[config.mk]
export PLATFORM = sky130hd
export DESIGN_NAME = nal_status_alu
export DESIGN_NICKNAME = d
export VERILOG_FILES = /design/src/hw/nal_pkg.sv /design/src/hw/nal_alu.sv /design/src/hw/nal_operand_latch.sv /design/src/hw/nal_status_alu.sv
export SDC_FILE = /design/constraint.sdc
export NUM_CORES = 1
export LEC_CHECK = 0
export ABC_CLOCK_PERIOD_IN_PS = 5600
export BUFFER_PORTS_ARGS = -buffer_cell sky130_fd_sc_hd__buf_4
export CAP_MARGIN = 15
export CORE_AREA = 2 2 91 93
export CTS_CLUSTER_DIAMETER = 50
export CTS_CLUSTER_SIZE = 16
export DETAILED_ROUTE_END_ITERATION = 7
export DIE_AREA = 0 0 93 95
export PLACE_DENSITY = 0.75
export SYNTH_ARGS = -nofsm -noshare
export SYNTH_HDL_FRONTEND = slang
export SYNTH_SLANG_ARGS = --single-unit
[constraint.sdc]
create_clock -name clock_i -period 5.6 [get_ports clock_i]
set_input_delay 1.12 -clock clock_i [delete_from_list [all_inputs] [get_ports clock_i]]
set_output_delay 1.12 -clock clock_i [all_outputs]
set_load 0.01 [all_outputs]
[src/hw/nal_pkg.sv]
// Constants, operation codes and state encoding for the nibble ALU status block.
// Assumes a single 20 MHz core clock and an APB master that owns the status word.
// How it works
// RULE1 - no_store clear: zero result sets null flag
// RULE2 - no_store set: zero holds, nonzero clears
// RULE3 - Null flag changes on arithmetic only
// RULE4 - Arithmetic sets carry on carry or borrow
// RULE5 - With-carry ops inject carry flag as LSB
// RULE6 - Rotate: carry to bit3, bit0 to carry
// RULE7 - Carry changes on arithmetic and rotate only
// RULE8 - no_store set: arithmetic result never written
// RULE9 - Bit tests clear the no_store flag
// RULE10 - no_store ignored by compare, logic, rotate
// RULE11 - Operands latched into two temporary registers
// RULE12 - Flags and status word are one storage
// RULE13 - Decimal mode corrects every arithmetic result
// RULE14 - Decimal mode ignored outside arithmetic
// RULE15 - Compare subtracts, skips by opcode condition
// RULE16 - Flags and write commit together, end of execute
// RULE17 - Logic ops write result, hold all flags
package nal_pkg;

    // Width of one data nibble.
    localparam int NIBBLE_W = 4;

    // Operation codes presented by the instruction sequencer.
    typedef enum logic [3:0] {
        OP_ADD = 4'h0,
        OP_ADDC = 4'h1,
        OP_SUB = 4'h2,
        OP_SUBC = 4'h3,
        OP_OR = 4'h4,
        OP_AND = 4'h5,
        OP_XOR = 4'h6,
        OP_TEST_ONES = 4'h7,
        OP_TEST_ZEROS = 4'h8,
        OP_SKIP_EQ = 4'h9,
        OP_SKIP_NE = 4'ha,
        OP_SKIP_GE = 4'hb,
        OP_SKIP_LT = 4'hc,
        OP_ROTATE = 4'hd
    } nal_op_t;

    // Execution sequencer states, Gray coded.
    typedef enum logic [1:0] {
        ST_IDLE = 2'b00,
        ST_EXEC = 2'b01
    } nal_state_t;

    // APB register byte offsets.
    localparam logic [7:0] ADDR_STATUS_WORD = 8'h00;
    localparam logic [7:0] ADDR_LAST_RESULT = 8'h04;

    // Bit positions inside the program status word.
    localparam int BIT_NULL = 0;
    localparam int BIT_CARRY = 1;
    localparam int BIT_NO_STORE = 2;
    localparam int BIT_DECIMAL = 3;

    // Field positions inside the last-result register.
    localparam int LAST_SKIP_BIT = 4;
    localparam int LAST_BUSY_BIT = 8;

    // Reset values.
    localparam logic [3:0] STATUS_WORD_RESET = 4'h0;
    localparam logic [3:0] RESULT_RESET = 4'h0;

endpackage : nal_pkg

[src/hw/nal_alu.sv]
// Combinational 4-bit ALU: binary and decimal arithmetic, logic, tests, compare, rotate.
// Assumes its operands come from the temporary registers and flags from the status word.
`timescale 1ns/100ps

module nal_alu (
    // Operation and operands.
    input wire nal_pkg::nal_op_t op_i,
    input wire logic [3:0] a_i,
    input wire logic [3:0] b_i,
    // Current flags.
    input wire logic carry_i,
    input wire logic decimal_i,
    // Results.
    output logic [3:0] result_o,
    output logic carry_o,
    output logic skip_o
);

    // Decimal correction of a 5-bit binary sum.
    function automatic logic [4:0] bcd_add_fix(input logic [4:0] s);
        logic [4:0] fixed;
        fixed = s;
        if (s < 5'd10)
            fixed = s;
        else if (s < 5'd20)
            fixed = {1'b1, 4'(s[3:0] + 4'h6)};
        else if (s < 5'd28)
            fixed = {3'b111, 2'(s[1:0] + 2'b10)};
        else
            fixed = {1'b1, 4'(s[3:0] + 4'he)};
        return fixed;
    endfunction : bcd_add_fix

    // Decimal correction of a 5-bit two's-complement difference.
    function automatic logic [4:0] bcd_sub_fix(input logic [4:0] d);
        logic [4:0] fixed;
        fixed = d;
        if (!d[4] && d[3:0] < 4'ha)
            fixed = d;
        else if (d[4] && d[3:0] >= 4'h6)
            fixed = {1'b1, 4'(d[3:0] - 4'h6)};
        else
            fixed = {3'b111, 2'(d[1:0] + 2'b10)};
        return fixed;
    endfunction : bcd_sub_fix

    // Carry or borrow injected into the lowest bit for the with-carry forms.
    logic carry_in;
    // Raw binary sum and difference, one extra bit for carry or borrow.
    logic [4:0] sum;
    logic [4:0] diff;
    // Plain compare difference, never corrected.
    logic [4:0] compare_diff;

    // Arithmetic core shared by all subtracting and adding operations.
    always_comb
    begin
        carry_in = (op_i == nal_pkg::OP_ADDC || op_i == nal_pkg::OP_SUBC) ? carry_i : 1'b0; // RULE5
        sum = 5'({1'b0, a_i} + {1'b0, b_i} + {4'h0, carry_in});
        diff = 5'({1'b0, a_i} - {1'b0, b_i} - {4'h0, carry_in});
        compare_diff = 5'({1'b0, a_i} - {1'b0, b_i}); // RULE15
    end

    // Result, carry and skip selection per operation.
    always_comb
    begin
        result_o = a_i;
        carry_o = carry_i;
        skip_o = 1'b0;
        case (op_i)
            nal_pkg::OP_ADD, nal_pkg::OP_ADDC:
            begin
                // Decimal mode corrects the sum and its carry.
                {carry_o, result_o} = decimal_i ? bcd_add_fix(sum) : sum; // RULE4 RULE13
            end
            nal_pkg::OP_SUB, nal_pkg::OP_SUBC:
            begin
                // Borrow is the sign bit of the difference.
                {carry_o, result_o} = decimal_i ? bcd_sub_fix(diff) : diff; // RULE4 RULE13
            end
            nal_pkg::OP_OR:
                result_o = a_i | b_i;
            nal_pkg::OP_AND:
                result_o = a_i & b_i;
            nal_pkg::OP_XOR:
                result_o = a_i ^ b_i;
            nal_pkg::OP_TEST_ONES:
                skip_o = ((a_i & b_i) == b_i);
            nal_pkg::OP_TEST_ZEROS:
                skip_o = ((a_i & b_i) == 4'h0);
            nal_pkg::OP_SKIP_EQ:
                skip_o = (compare_diff[3:0] == 4'h0); // RULE15 RULE14
            nal_pkg::OP_SKIP_NE:
                skip_o = (compare_diff[3:0] != 4'h0); // RULE15
            nal_pkg::OP_SKIP_GE:
                skip_o = !compare_diff[4]; // RULE15
            nal_pkg::OP_SKIP_LT:
                skip_o = compare_diff[4]; // RULE15
            nal_pkg::OP_ROTATE:
            begin
                // Old carry enters bit 3, bit 0 leaves into carry.
                result_o = {carry_i, a_i[3:1]}; // RULE6
                carry_o = a_i[0]; // RULE6
            end
            default:
            begin
                result_o = a_i;
            end
        endcase
    end

endmodule : nal_alu

[src/hw/nal_operand_latch.sv]
// Temporary operand registers A and B that feed the ALU during execution.
// Assumes load_i is a one-cycle pulse from logic on the same clock.
`timescale 1ns/100ps

module nal_operand_latch #(
    parameter int WIDTH = 4
) (
    // Clock and reset.
    input wire logic clock_i,
    input wire logic resetn_i,
    // Load strobe and incoming operands.
    input wire logic load_i,
    input wire logic [WIDTH-1:0] first_i,
    input wire logic [WIDTH-1:0] second_i,
    // Held operands.
    output logic [WIDTH-1:0] temp_a_o,
    output logic [WIDTH-1:0] temp_b_o
);

    // Temporary register A keeps the first operand.
    always_ff @(posedge clock_i or negedge resetn_i)
    begin
        if (!resetn_i)
            temp_a_o <= '0;
        else if (load_i)
            temp_a_o <= first_i; // RULE11
    end

    // Temporary register B keeps the second operand.
    always_ff @(posedge clock_i or negedge resetn_i)
    begin
        if (!resetn_i)
            temp_b_o <= '0;
        else if (load_i)
            temp_b_o <= second_i; // RULE11
    end

endmodule : nal_operand_latch

[src/hw/nal_status_alu.sv]
// Top of the nibble ALU status block: operand latching, one execute cycle,
// flag update and result write control, and an APB view of the status word.
// Assumes the sequencer starts one instruction at a time with start_i while ready_o
// is high, and that general register and data memory accept the write pulses.
//
// The implementer's own choices: the APB slave port and the address map.
`timescale 1ns/100ps

module nal_status_alu #(
    parameter int DATA_W = nal_pkg::NIBBLE_W
) (
    // Clock and reset.
    input wire logic clock_i,
    input wire logic resetn_i,
    // Instruction request from the sequencer.
    input wire logic start_i,
    input wire nal_pkg::nal_op_t op_i,
    input wire logic dest_mem_i,
    input wire logic [3:0] first_i,
    input wire logic [3:0] second_i,
    output logic ready_o,
    // Completion and result towards register and memory.
    output logic done_o,
    output logic [3:0] result_o,
    output logic gr_write_o,
    output logic mem_write_o,
    output logic skip_o,
    // Flags as seen by the rest of the core.
    output logic null_flag_o,
    output logic carry_flag_o,
    output logic no_store_flag_o,
    output logic decimal_flag_o,
    // APB slave.
    input wire logic psel_i,
    input wire logic penable_i,
    input wire logic pwrite_i,
    input wire logic [7:0] paddr_i,
    input wire logic [31:0] pwdata_i,
    input wire logic [3:0] pstrb_i,
    output logic pready_o,
    output logic [31:0] prdata_o,
    output logic pslverr_o
);

    ////////////////////////////////////////////////////////////////////////////////
    // Elaboration check

    // The flag and decimal logic is written for one nibble only.
    if (DATA_W != 4)
    begin : g_width_check
        $error("nal_status_alu supports only a 4-bit data path");
    end

    ////////////////////////////////////////////////////////////////////////////////
    // Declarations

    // Sequencer state and its next value.
    nal_pkg::nal_state_t state_reg;
    nal_pkg::nal_state_t state_next;
    // Operation and destination held for the execute cycle.
    nal_pkg::nal_op_t op_reg;
    logic dest_mem_reg;
    // Temporary operands A and B.
    logic [3:0] temp_a;
    logic [3:0] temp_b;
    // The status word itself; its bits are the ALU flags.
    logic [3:0] status_word_reg;
    logic [3:0] status_word_next;
    // Combinational ALU answers.
    logic [3:0] alu_result;
    logic alu_carry;
    logic alu_skip;
    // Operation class decode of the held operation.
    logic is_arith;
    logic is_logic;
    logic is_test;
    logic is_rotate;
    // Commit strobe in the execute cycle.
    logic commit;
    // Start accepted in this cycle.
    logic accept;
    // APB phase strobes.
    logic apb_setup;
    logic apb_write;
    logic apb_mapped;
    // Registered copies of the last answer.
    logic [3:0] result_reg;
    logic skip_reg;
    logic done_reg;
    logic gr_write_reg;
    logic mem_write_reg;
    logic [31:0] prdata_reg;
    logic pslverr_reg;

    ////////////////////////////////////////////////////////////////////////////////
    // Operand latches and ALU

    // The sequencer hands operands over only when a start is accepted.
    assign accept = start_i && (state_reg == nal_pkg::ST_IDLE);
    assign ready_o = (state_reg == nal_pkg::ST_IDLE);

    // Operands A and B are captured at the accepting edge.
    nal_operand_latch #(
        .WIDTH(4)
    ) u_latch (
        .clock_i(clock_i),
        .resetn_i(resetn_i),
        .load_i(accept),
        .first_i(first_i),
        .second_i(second_i),
        .temp_a_o(temp_a),
        .temp_b_o(temp_b)
    );

    // The ALU reads the registered status word, so a software write is seen from the next cycle.
    nal_alu u_alu (
        .op_i(op_reg),
        .a_i(temp_a),
        .b_i(temp_b),
        .carry_i(status_word_reg[nal_pkg::BIT_CARRY]), // RULE12
        .decimal_i(status_word_reg[nal_pkg::BIT_DECIMAL]), // RULE12
        .result_o(alu_result),
        .carry_o(alu_carry),
        .skip_o(alu_skip)
    );

    // Class decode of the held operation.
    always_comb
    begin
        is_arith = (op_reg == nal_pkg::OP_ADD) || (op_reg == nal_pkg::OP_ADDC) ||
                   (op_reg == nal_pkg::OP_SUB) || (op_reg == nal_pkg::OP_SUBC);
        is_logic = (op_reg == nal_pkg::OP_OR) || (op_reg == nal_pkg::OP_AND) ||
                   (op_reg == nal_pkg::OP_XOR);
        is_test = (op_reg == nal_pkg::OP_TEST_ONES) || (op_reg == nal_pkg::OP_TEST_ZEROS);
        is_rotate = (op_reg == nal_pkg::OP_ROTATE);
    end

    ////////////////////////////////////////////////////////////////////////////////
    // Sequencer

    // One idle cycle to latch, one execute cycle to commit.
    always_comb
    begin
        state_next = state_reg;
        case (state_reg)
            nal_pkg::ST_IDLE:
                if (start_i)
                    state_next = nal_pkg::ST_EXEC;
            nal_pkg::ST_EXEC:
                state_next = nal_pkg::ST_IDLE;
            default:
                state_next = nal_pkg::ST_IDLE;
        endcase
    end

    assign commit = (state_reg == nal_pkg::ST_EXEC);

    // State register.
    always_ff @(posedge clock_i or negedge resetn_i)
    begin
        if (!resetn_i)
            state_reg <= nal_pkg::ST_IDLE;
        else
            state_reg <= state_next;
    end

    // Operation and destination are held with the operands.
    always_ff @(posedge clock_i or negedge resetn_i)
    begin
        if (!resetn_i)
        begin
            op_reg <= nal_pkg::OP_ADD;
            dest_mem_reg <= 1'b0;
        end
        else if (accept)
        begin
            op_reg <= op_i;
            dest_mem_reg <= dest_mem_i;
        end
    end

    ////////////////////////////////////////////////////////////////////////////////
    // Status word and flag update

    // Software write first, then the ALU update of the flags this operation owns,
    // so a flag the instruction changes wins over a same-cycle software write.
    always_comb
    begin
        status_word_next = status_word_reg;
        if (apb_write && paddr_i == nal_pkg::ADDR_STATUS_WORD && pstrb_i[0])
            status_word_next = pwdata_i[3:0]; // RULE12
        if (commit)
        begin
            if (is_arith)
            begin
                status_word_next[nal_pkg::BIT_CARRY] = alu_carry; // RULE4 RULE7
                if (!status_word_reg[nal_pkg::BIT_NO_STORE])
                    status_word_next[nal_pkg::BIT_NULL] = (alu_result == 4'h0); // RULE1 RULE3
                else if (alu_result != 4'h0)
                    status_word_next[nal_pkg::BIT_NULL] = 1'b0; // RULE2
            end
            else if (is_rotate)
                status_word_next[nal_pkg::BIT_CARRY] = alu_carry; // RULE6 RULE7
            else if (is_test)
                status_word_next[nal_pkg::BIT_NO_STORE] = 1'b0; // RULE9
        end
    end

    // One register holds both the ALU flags and the status word.
    always_ff @(posedge clock_i or negedge resetn_i)
    begin
        if (!resetn_i)
            status_word_reg <= nal_pkg::STATUS_WORD_RESET;
        else
            status_word_reg <= status_word_next; // RULE12 RULE16
    end

    assign null_flag_o = status_word_reg[nal_pkg::BIT_NULL];
    assign carry_flag_o = status_word_reg[nal_pkg::BIT_CARRY];
    assign no_store_flag_o = status_word_reg[nal_pkg::BIT_NO_STORE];
    assign decimal_flag_o = status_word_reg[nal_pkg::BIT_DECIMAL];

    ////////////////////////////////////////////////////////////////////////////////
    // Result write control

    // Result and skip are captured at the commit edge, with the flags.
    always_ff @(posedge clock_i or negedge resetn_i)
    begin
        if (!resetn_i)
        begin
            result_reg <= nal_pkg::RESULT_RESET;
            skip_reg <= 1'b0;
        end
        else if (commit)
        begin
            result_reg <= alu_result; // RULE16
            skip_reg <= alu_skip; // RULE15
        end
        else
            skip_reg <= 1'b0;
    end

    // Write pulses: arithmetic stores only with no_store clear, logic and rotate
    // always store, tests and compares never do.
    always_ff @(posedge clock_i or negedge resetn_i)
    begin
        if (!resetn_i)
        begin
            gr_write_reg <= 1'b0;
            mem_write_reg <= 1'b0;
            done_reg <= 1'b0;
        end
        else
        begin
            done_reg <= commit; // RULE16
            if (commit && is_arith && !status_word_reg[nal_pkg::BIT_NO_STORE])
            begin
                gr_write_reg <= !dest_mem_reg; // RULE8
                mem_write_reg <= dest_mem_reg; // RULE8
            end
            else if (commit && is_logic)
            begin
                gr_write_reg <= !dest_mem_reg; // RULE17 RULE10
                mem_write_reg <= dest_mem_reg; // RULE17
            end
            else if (commit && is_rotate)
            begin
                gr_write_reg <= 1'b1; // RULE6 RULE10
                mem_write_reg <= 1'b0;
            end
            else
            begin
                gr_write_reg <= 1'b0;
                mem_write_reg <= 1'b0;
            end
        end
    end

    assign result_o = result_reg;
    assign skip_o = skip_reg;
    assign done_o = done_reg;
    assign gr_write_o = gr_write_reg;
    assign mem_write_o = mem_write_reg;

    ////////////////////////////////////////////////////////////////////////////////
    // APB slave

    // Read data is gathered in the setup cycle so the access phase answers at once.
    assign apb_setup = psel_i && !penable_i;
    assign apb_write = psel_i && penable_i && pwrite_i;
    assign apb_mapped = (paddr_i == nal_pkg::ADDR_STATUS_WORD) ||
                        (paddr_i == nal_pkg::ADDR_LAST_RESULT);
    assign pready_o = 1'b1;

    // Read data and error flag.
    always_ff @(posedge clock_i or negedge resetn_i)
    begin
        if (!resetn_i)
        begin
            prdata_reg <= 32'h0;
            pslverr_reg <= 1'b0;
        end
        else if (apb_setup)
        begin
            pslverr_reg <= !apb_mapped;
            if (paddr_i == nal_pkg::ADDR_STATUS_WORD)
                prdata_reg <= {28'h0, status_word_next}; // RULE12
            else if (paddr_i == nal_pkg::ADDR_LAST_RESULT)
            begin
                prdata_reg <= {28'h0, result_reg};
                prdata_reg[nal_pkg::LAST_SKIP_BIT] <= skip_reg;
                prdata_reg[nal_pkg::LAST_BUSY_BIT] <= !ready_o;
            end
            else
                prdata_reg <= 32'h0;
        end
    end

    assign prdata_o = prdata_reg;
    assign pslverr_o = pslverr_reg && psel_i && penable_i;

endmodule : nal_status_alu

==> impl_metrics.py <==
metrics = {
    "grt": {
        "grt_max_degree": 34,
        "overflow": 0,
        "first_global_vias": 2547,
        "grt_pass1_wl_um": 11730,
        "antenna_found_initial": 0,
        "grt_usage_pct": 16.15,
    },
    "placement": {
        "gp_congestion": 0.8930,
        "port_buffers": 51,
        "dpl-instance-area_sq_um": 3373,
        "hpwlAfterDp_um": 5746,
    },
    "synth": {
        "mappedNetlistArea_sq_um": 3062,
        "ys_types": 79,
        "synthTopCellsByArea": "dfrtp_1 (27%), ha_1 (7.8%), buf_4 (6.6%)",
        "synth_ff_type": "dfrtp_1",
        "synth_edf_count": 0,
        "synth_seq_cells": 33,
        "yosysWarnings": 0,
        "synth_async_sr_flop_share_pct": 100.0,
        "syn_avg_cell_area_sq_um": 8.649,
        "yosys-top-cells-count": "dfrtp_1 (33), nand2_1 (33), o21ai_0 (28), buf_4 (27), inv_1 (25)",
        "yosysTopAreaCellShare_pct": 26.97,
        "synthCells": 354,
        "yosysTopAreaCell": "dfrtp_1",
        "ys_seq_area_share_pct": 26.97,
    },
    "cts": {
        "clockBufferDepth": 2,
        "cts_tree": "done",
        "clkTransAtPathRegs_ns": 0.07,
        "ctsHoldBuffers": 0,
        "cts-resized-gates": 0,
        "post_cts_buffers": 0,
        "clk_latency_ns": 0.29,
        "cts.sinks": 33,
        "numCtsBuffers": 5,
        "htreeDepth": 2,
        "cts-root-buf": "clkbuf_8",
    },
    "routing": {
        "first_pass_iters": 5,
        "vias": 2717,
        "drt_iter0_drc": 216,
        "met1_length_um": 3010,
        "drt-vias-per-instance": 5.434,
        "met2RoutedLength_um": 3759,
        "drcViolationCount": 0,
        "wl_met3_um": 386,
        "top_layer": "met4",
        "wl_um": 7255,
        "drtAntennaViolNets": 0,
        "wire_per_inst_um": 14.51,
    },
    "worst_setup_path": {
        "path_cells": "nor2_1, nand3_1, fa_1, fa_1, xor2_1, ha_1, nor2b_1, a211oi_1, o21ai_0, o21ai_0, o31ai_1, o31a_1, nor4_4, a211oi_2, o41ai_2",
        "path_buf_inv": 0,
        "path_delay_family": "adder cells",
        "crit_type": "reg2reg",
        "crit_arrival_ns": 4.74,
        "slowest_delay_ns": 0.61,
        "worstSetupEndpointType": "flop",
        "cp-start-kind": "flop",
        "worstPathMaxFanout": 20,
        "critical_path.slowest_cell": "dfrtp_1",
        "worstPathRequired_ns": 5.78,
    },
    "floorplanning": {
        "coreArea_sq_um": 7928,
        "die_area_sq_um": 8835,
        "initial_core_util_pct": 38.62,
        "fp.dieW_um": 93,
        "io_pins": 110,
        "die_h_um": 95,
        "rows": 33,
    },
    "pwr": {
        "powerDensity_nw_per_um2": 308.8,
        "p_seq_share_pct": 29.9,
        "vdd_drop_max_v": 0.0001887,
        "power_frac_clock_pct": 20.9,
        "power_leakage_nw": 1.583,
        "p_int_w": 0.0006274,
        "p_sw_w": 0.0004498,
        "switching_share_pct": 41.76,
        "combPwrFrac_pct": 49.2,
    },
    "sta": {
        "clock.fmax_mhz": 219.3,
        "min_period_ns": 4.560,
        "holdWs_ns": 0.4688,
        "finalSetupViolCount": 0,
        "worst_pin_slew_ns": 0.6022,
        "fin_crit_sh_pct": 81.43,
        "skew_ns": 0.005214,
        "rsz0062_at_grt": "no",
        "final_max_slew_viol_count": 0,
        "slew_headroom_pct": 59.86,
        "fin_tns_setup_ns": 0,
        "final_hold_viol_count": 0,
    },
    "job": {
        "drv_cap": 0,
    },
    "cells_and_area": {
        "drive_gt1_share_pct": 22.28,
        "synthToLayoutAreaGrowth_pct": 13.94,
        "largest_reg_flops": 6,
        "stdcell_area_sq_um": 3488,
        "antenna-diode-count": 0,
        "layout.nets": 479,
    },
    "outcome": {
        "status": "complete, no violations",
    },
    "hold_path": {
        "hold_path_class": "reg2reg",
    },
}
-- layout make-up --
type | count | area [sq um]
clock inverters | 3 | 46.29
multi-input cells | 275 | 1924
well taps | 105 | 131.4
flip-flops and latches | 33 | 825.8
inverters | 27 | 101.3
fillers | 783 | 4439
repair buffers | 52 | 390.4
clock buffers | 5 | 68.82
-- final timing paths --
path / slack, ns / cells after the start / start / end
hold reg to reg: 0.47 / 2 / prdata_o[3] / prdata_o[3]
hold / removal: 0.47 / 2 / prdata_o[3] / prdata_o[3]
setup reg to reg: 1.04 / 15 / op_reg[2] / prdata_o[0]
min in group asynchronous: 0.76 / 1 / resetn_i / pslverr_reg
max in group asynchronous: 4.53 / 1 / resetn_i / u_latch.temp_b_o[2]
setup / recovery: 1.04 / 15 / op_reg[2] / prdata_o[0]
-- metrics by stage --
stage | util [%] | total power, W | instances | setup WS [ns]
after floorplan | - | 0.0007178 | 379 | 1.732
after global placement | 42.55 | 0.0008306 | 492 | 1.192
after detailed placement | 42.55 | 0.0008476 | 492 | 1.086
after CTS | 44.00 | 0.001078 | 500 | 1.044
after global routing | 44.00 | 0.001153 | 500 | 0.8059
final | 44.00 | 0.001077 | 500 | 1.040
-- worst register-to-register path, delay by kind of cell, from the launching register on --
family | cells | cell delay (ns)
adders and majority gates | 3 | 1.28
AOI/OAI and AO/OA | 7 | 1.18
and+or+nand+nor | 4 | 1.17
DFF | 1 | 0.61
xor gates and xnor gates | 1 | 0.22
-- power by group through the flow --
stage          clock network [W]  logic (W)  registers, W
3_5_place_dp                   0   0.000522      0.000326
2_1_floorplan                  0   0.000408      0.000310
5_1_grt                 0.000243   0.000580      0.000329
4_1_cts                 0.000231   0.000525      0.000322
3_3_place_gp                   0   0.000506      0.000324
6_report                0.000225   0.000530      0.000322
-- metal layers --
| layer | vias up | track usage, % |
|---|---|---|
| met5 | - | 0 |
| met4 | 0 | 3.799 |
| met3 | 13 | 2.155 |
| met2 | 125 | 29.41 |
| met1 | 1287 | 20.27 |
| li1 | 1292 | - |
-- layout by cell type, fill, tap and decap left out, drive strengths merged, types with 6 or more instances in the layout --
| cell type | n |
|---|---|
| buf | 52 |
| mux2 | 7 |
| nor3 | 7 |
| dfrtp | 33 |
| ha | 19 |
| nand3 | 6 |
| nor2 | 18 |
| o21ai | 31 |
| conb | 27 |
| nand2 | 34 |
| nor2b | 10 |
| a21oi | 19 |
| inv | 26 |
-- cells by family after synthesis --
family	share of synthesized area [%]
AOI/OAI and AO/OA	25.38
xor gates and xnor gates	2.861
adders and majority gates	9.726
buffers and inverters	13.24
DFF	26.97
muxes	3.556
other	0.2453
and+or+nand+nor	18.02
Power figures use the tool's default switching activity.
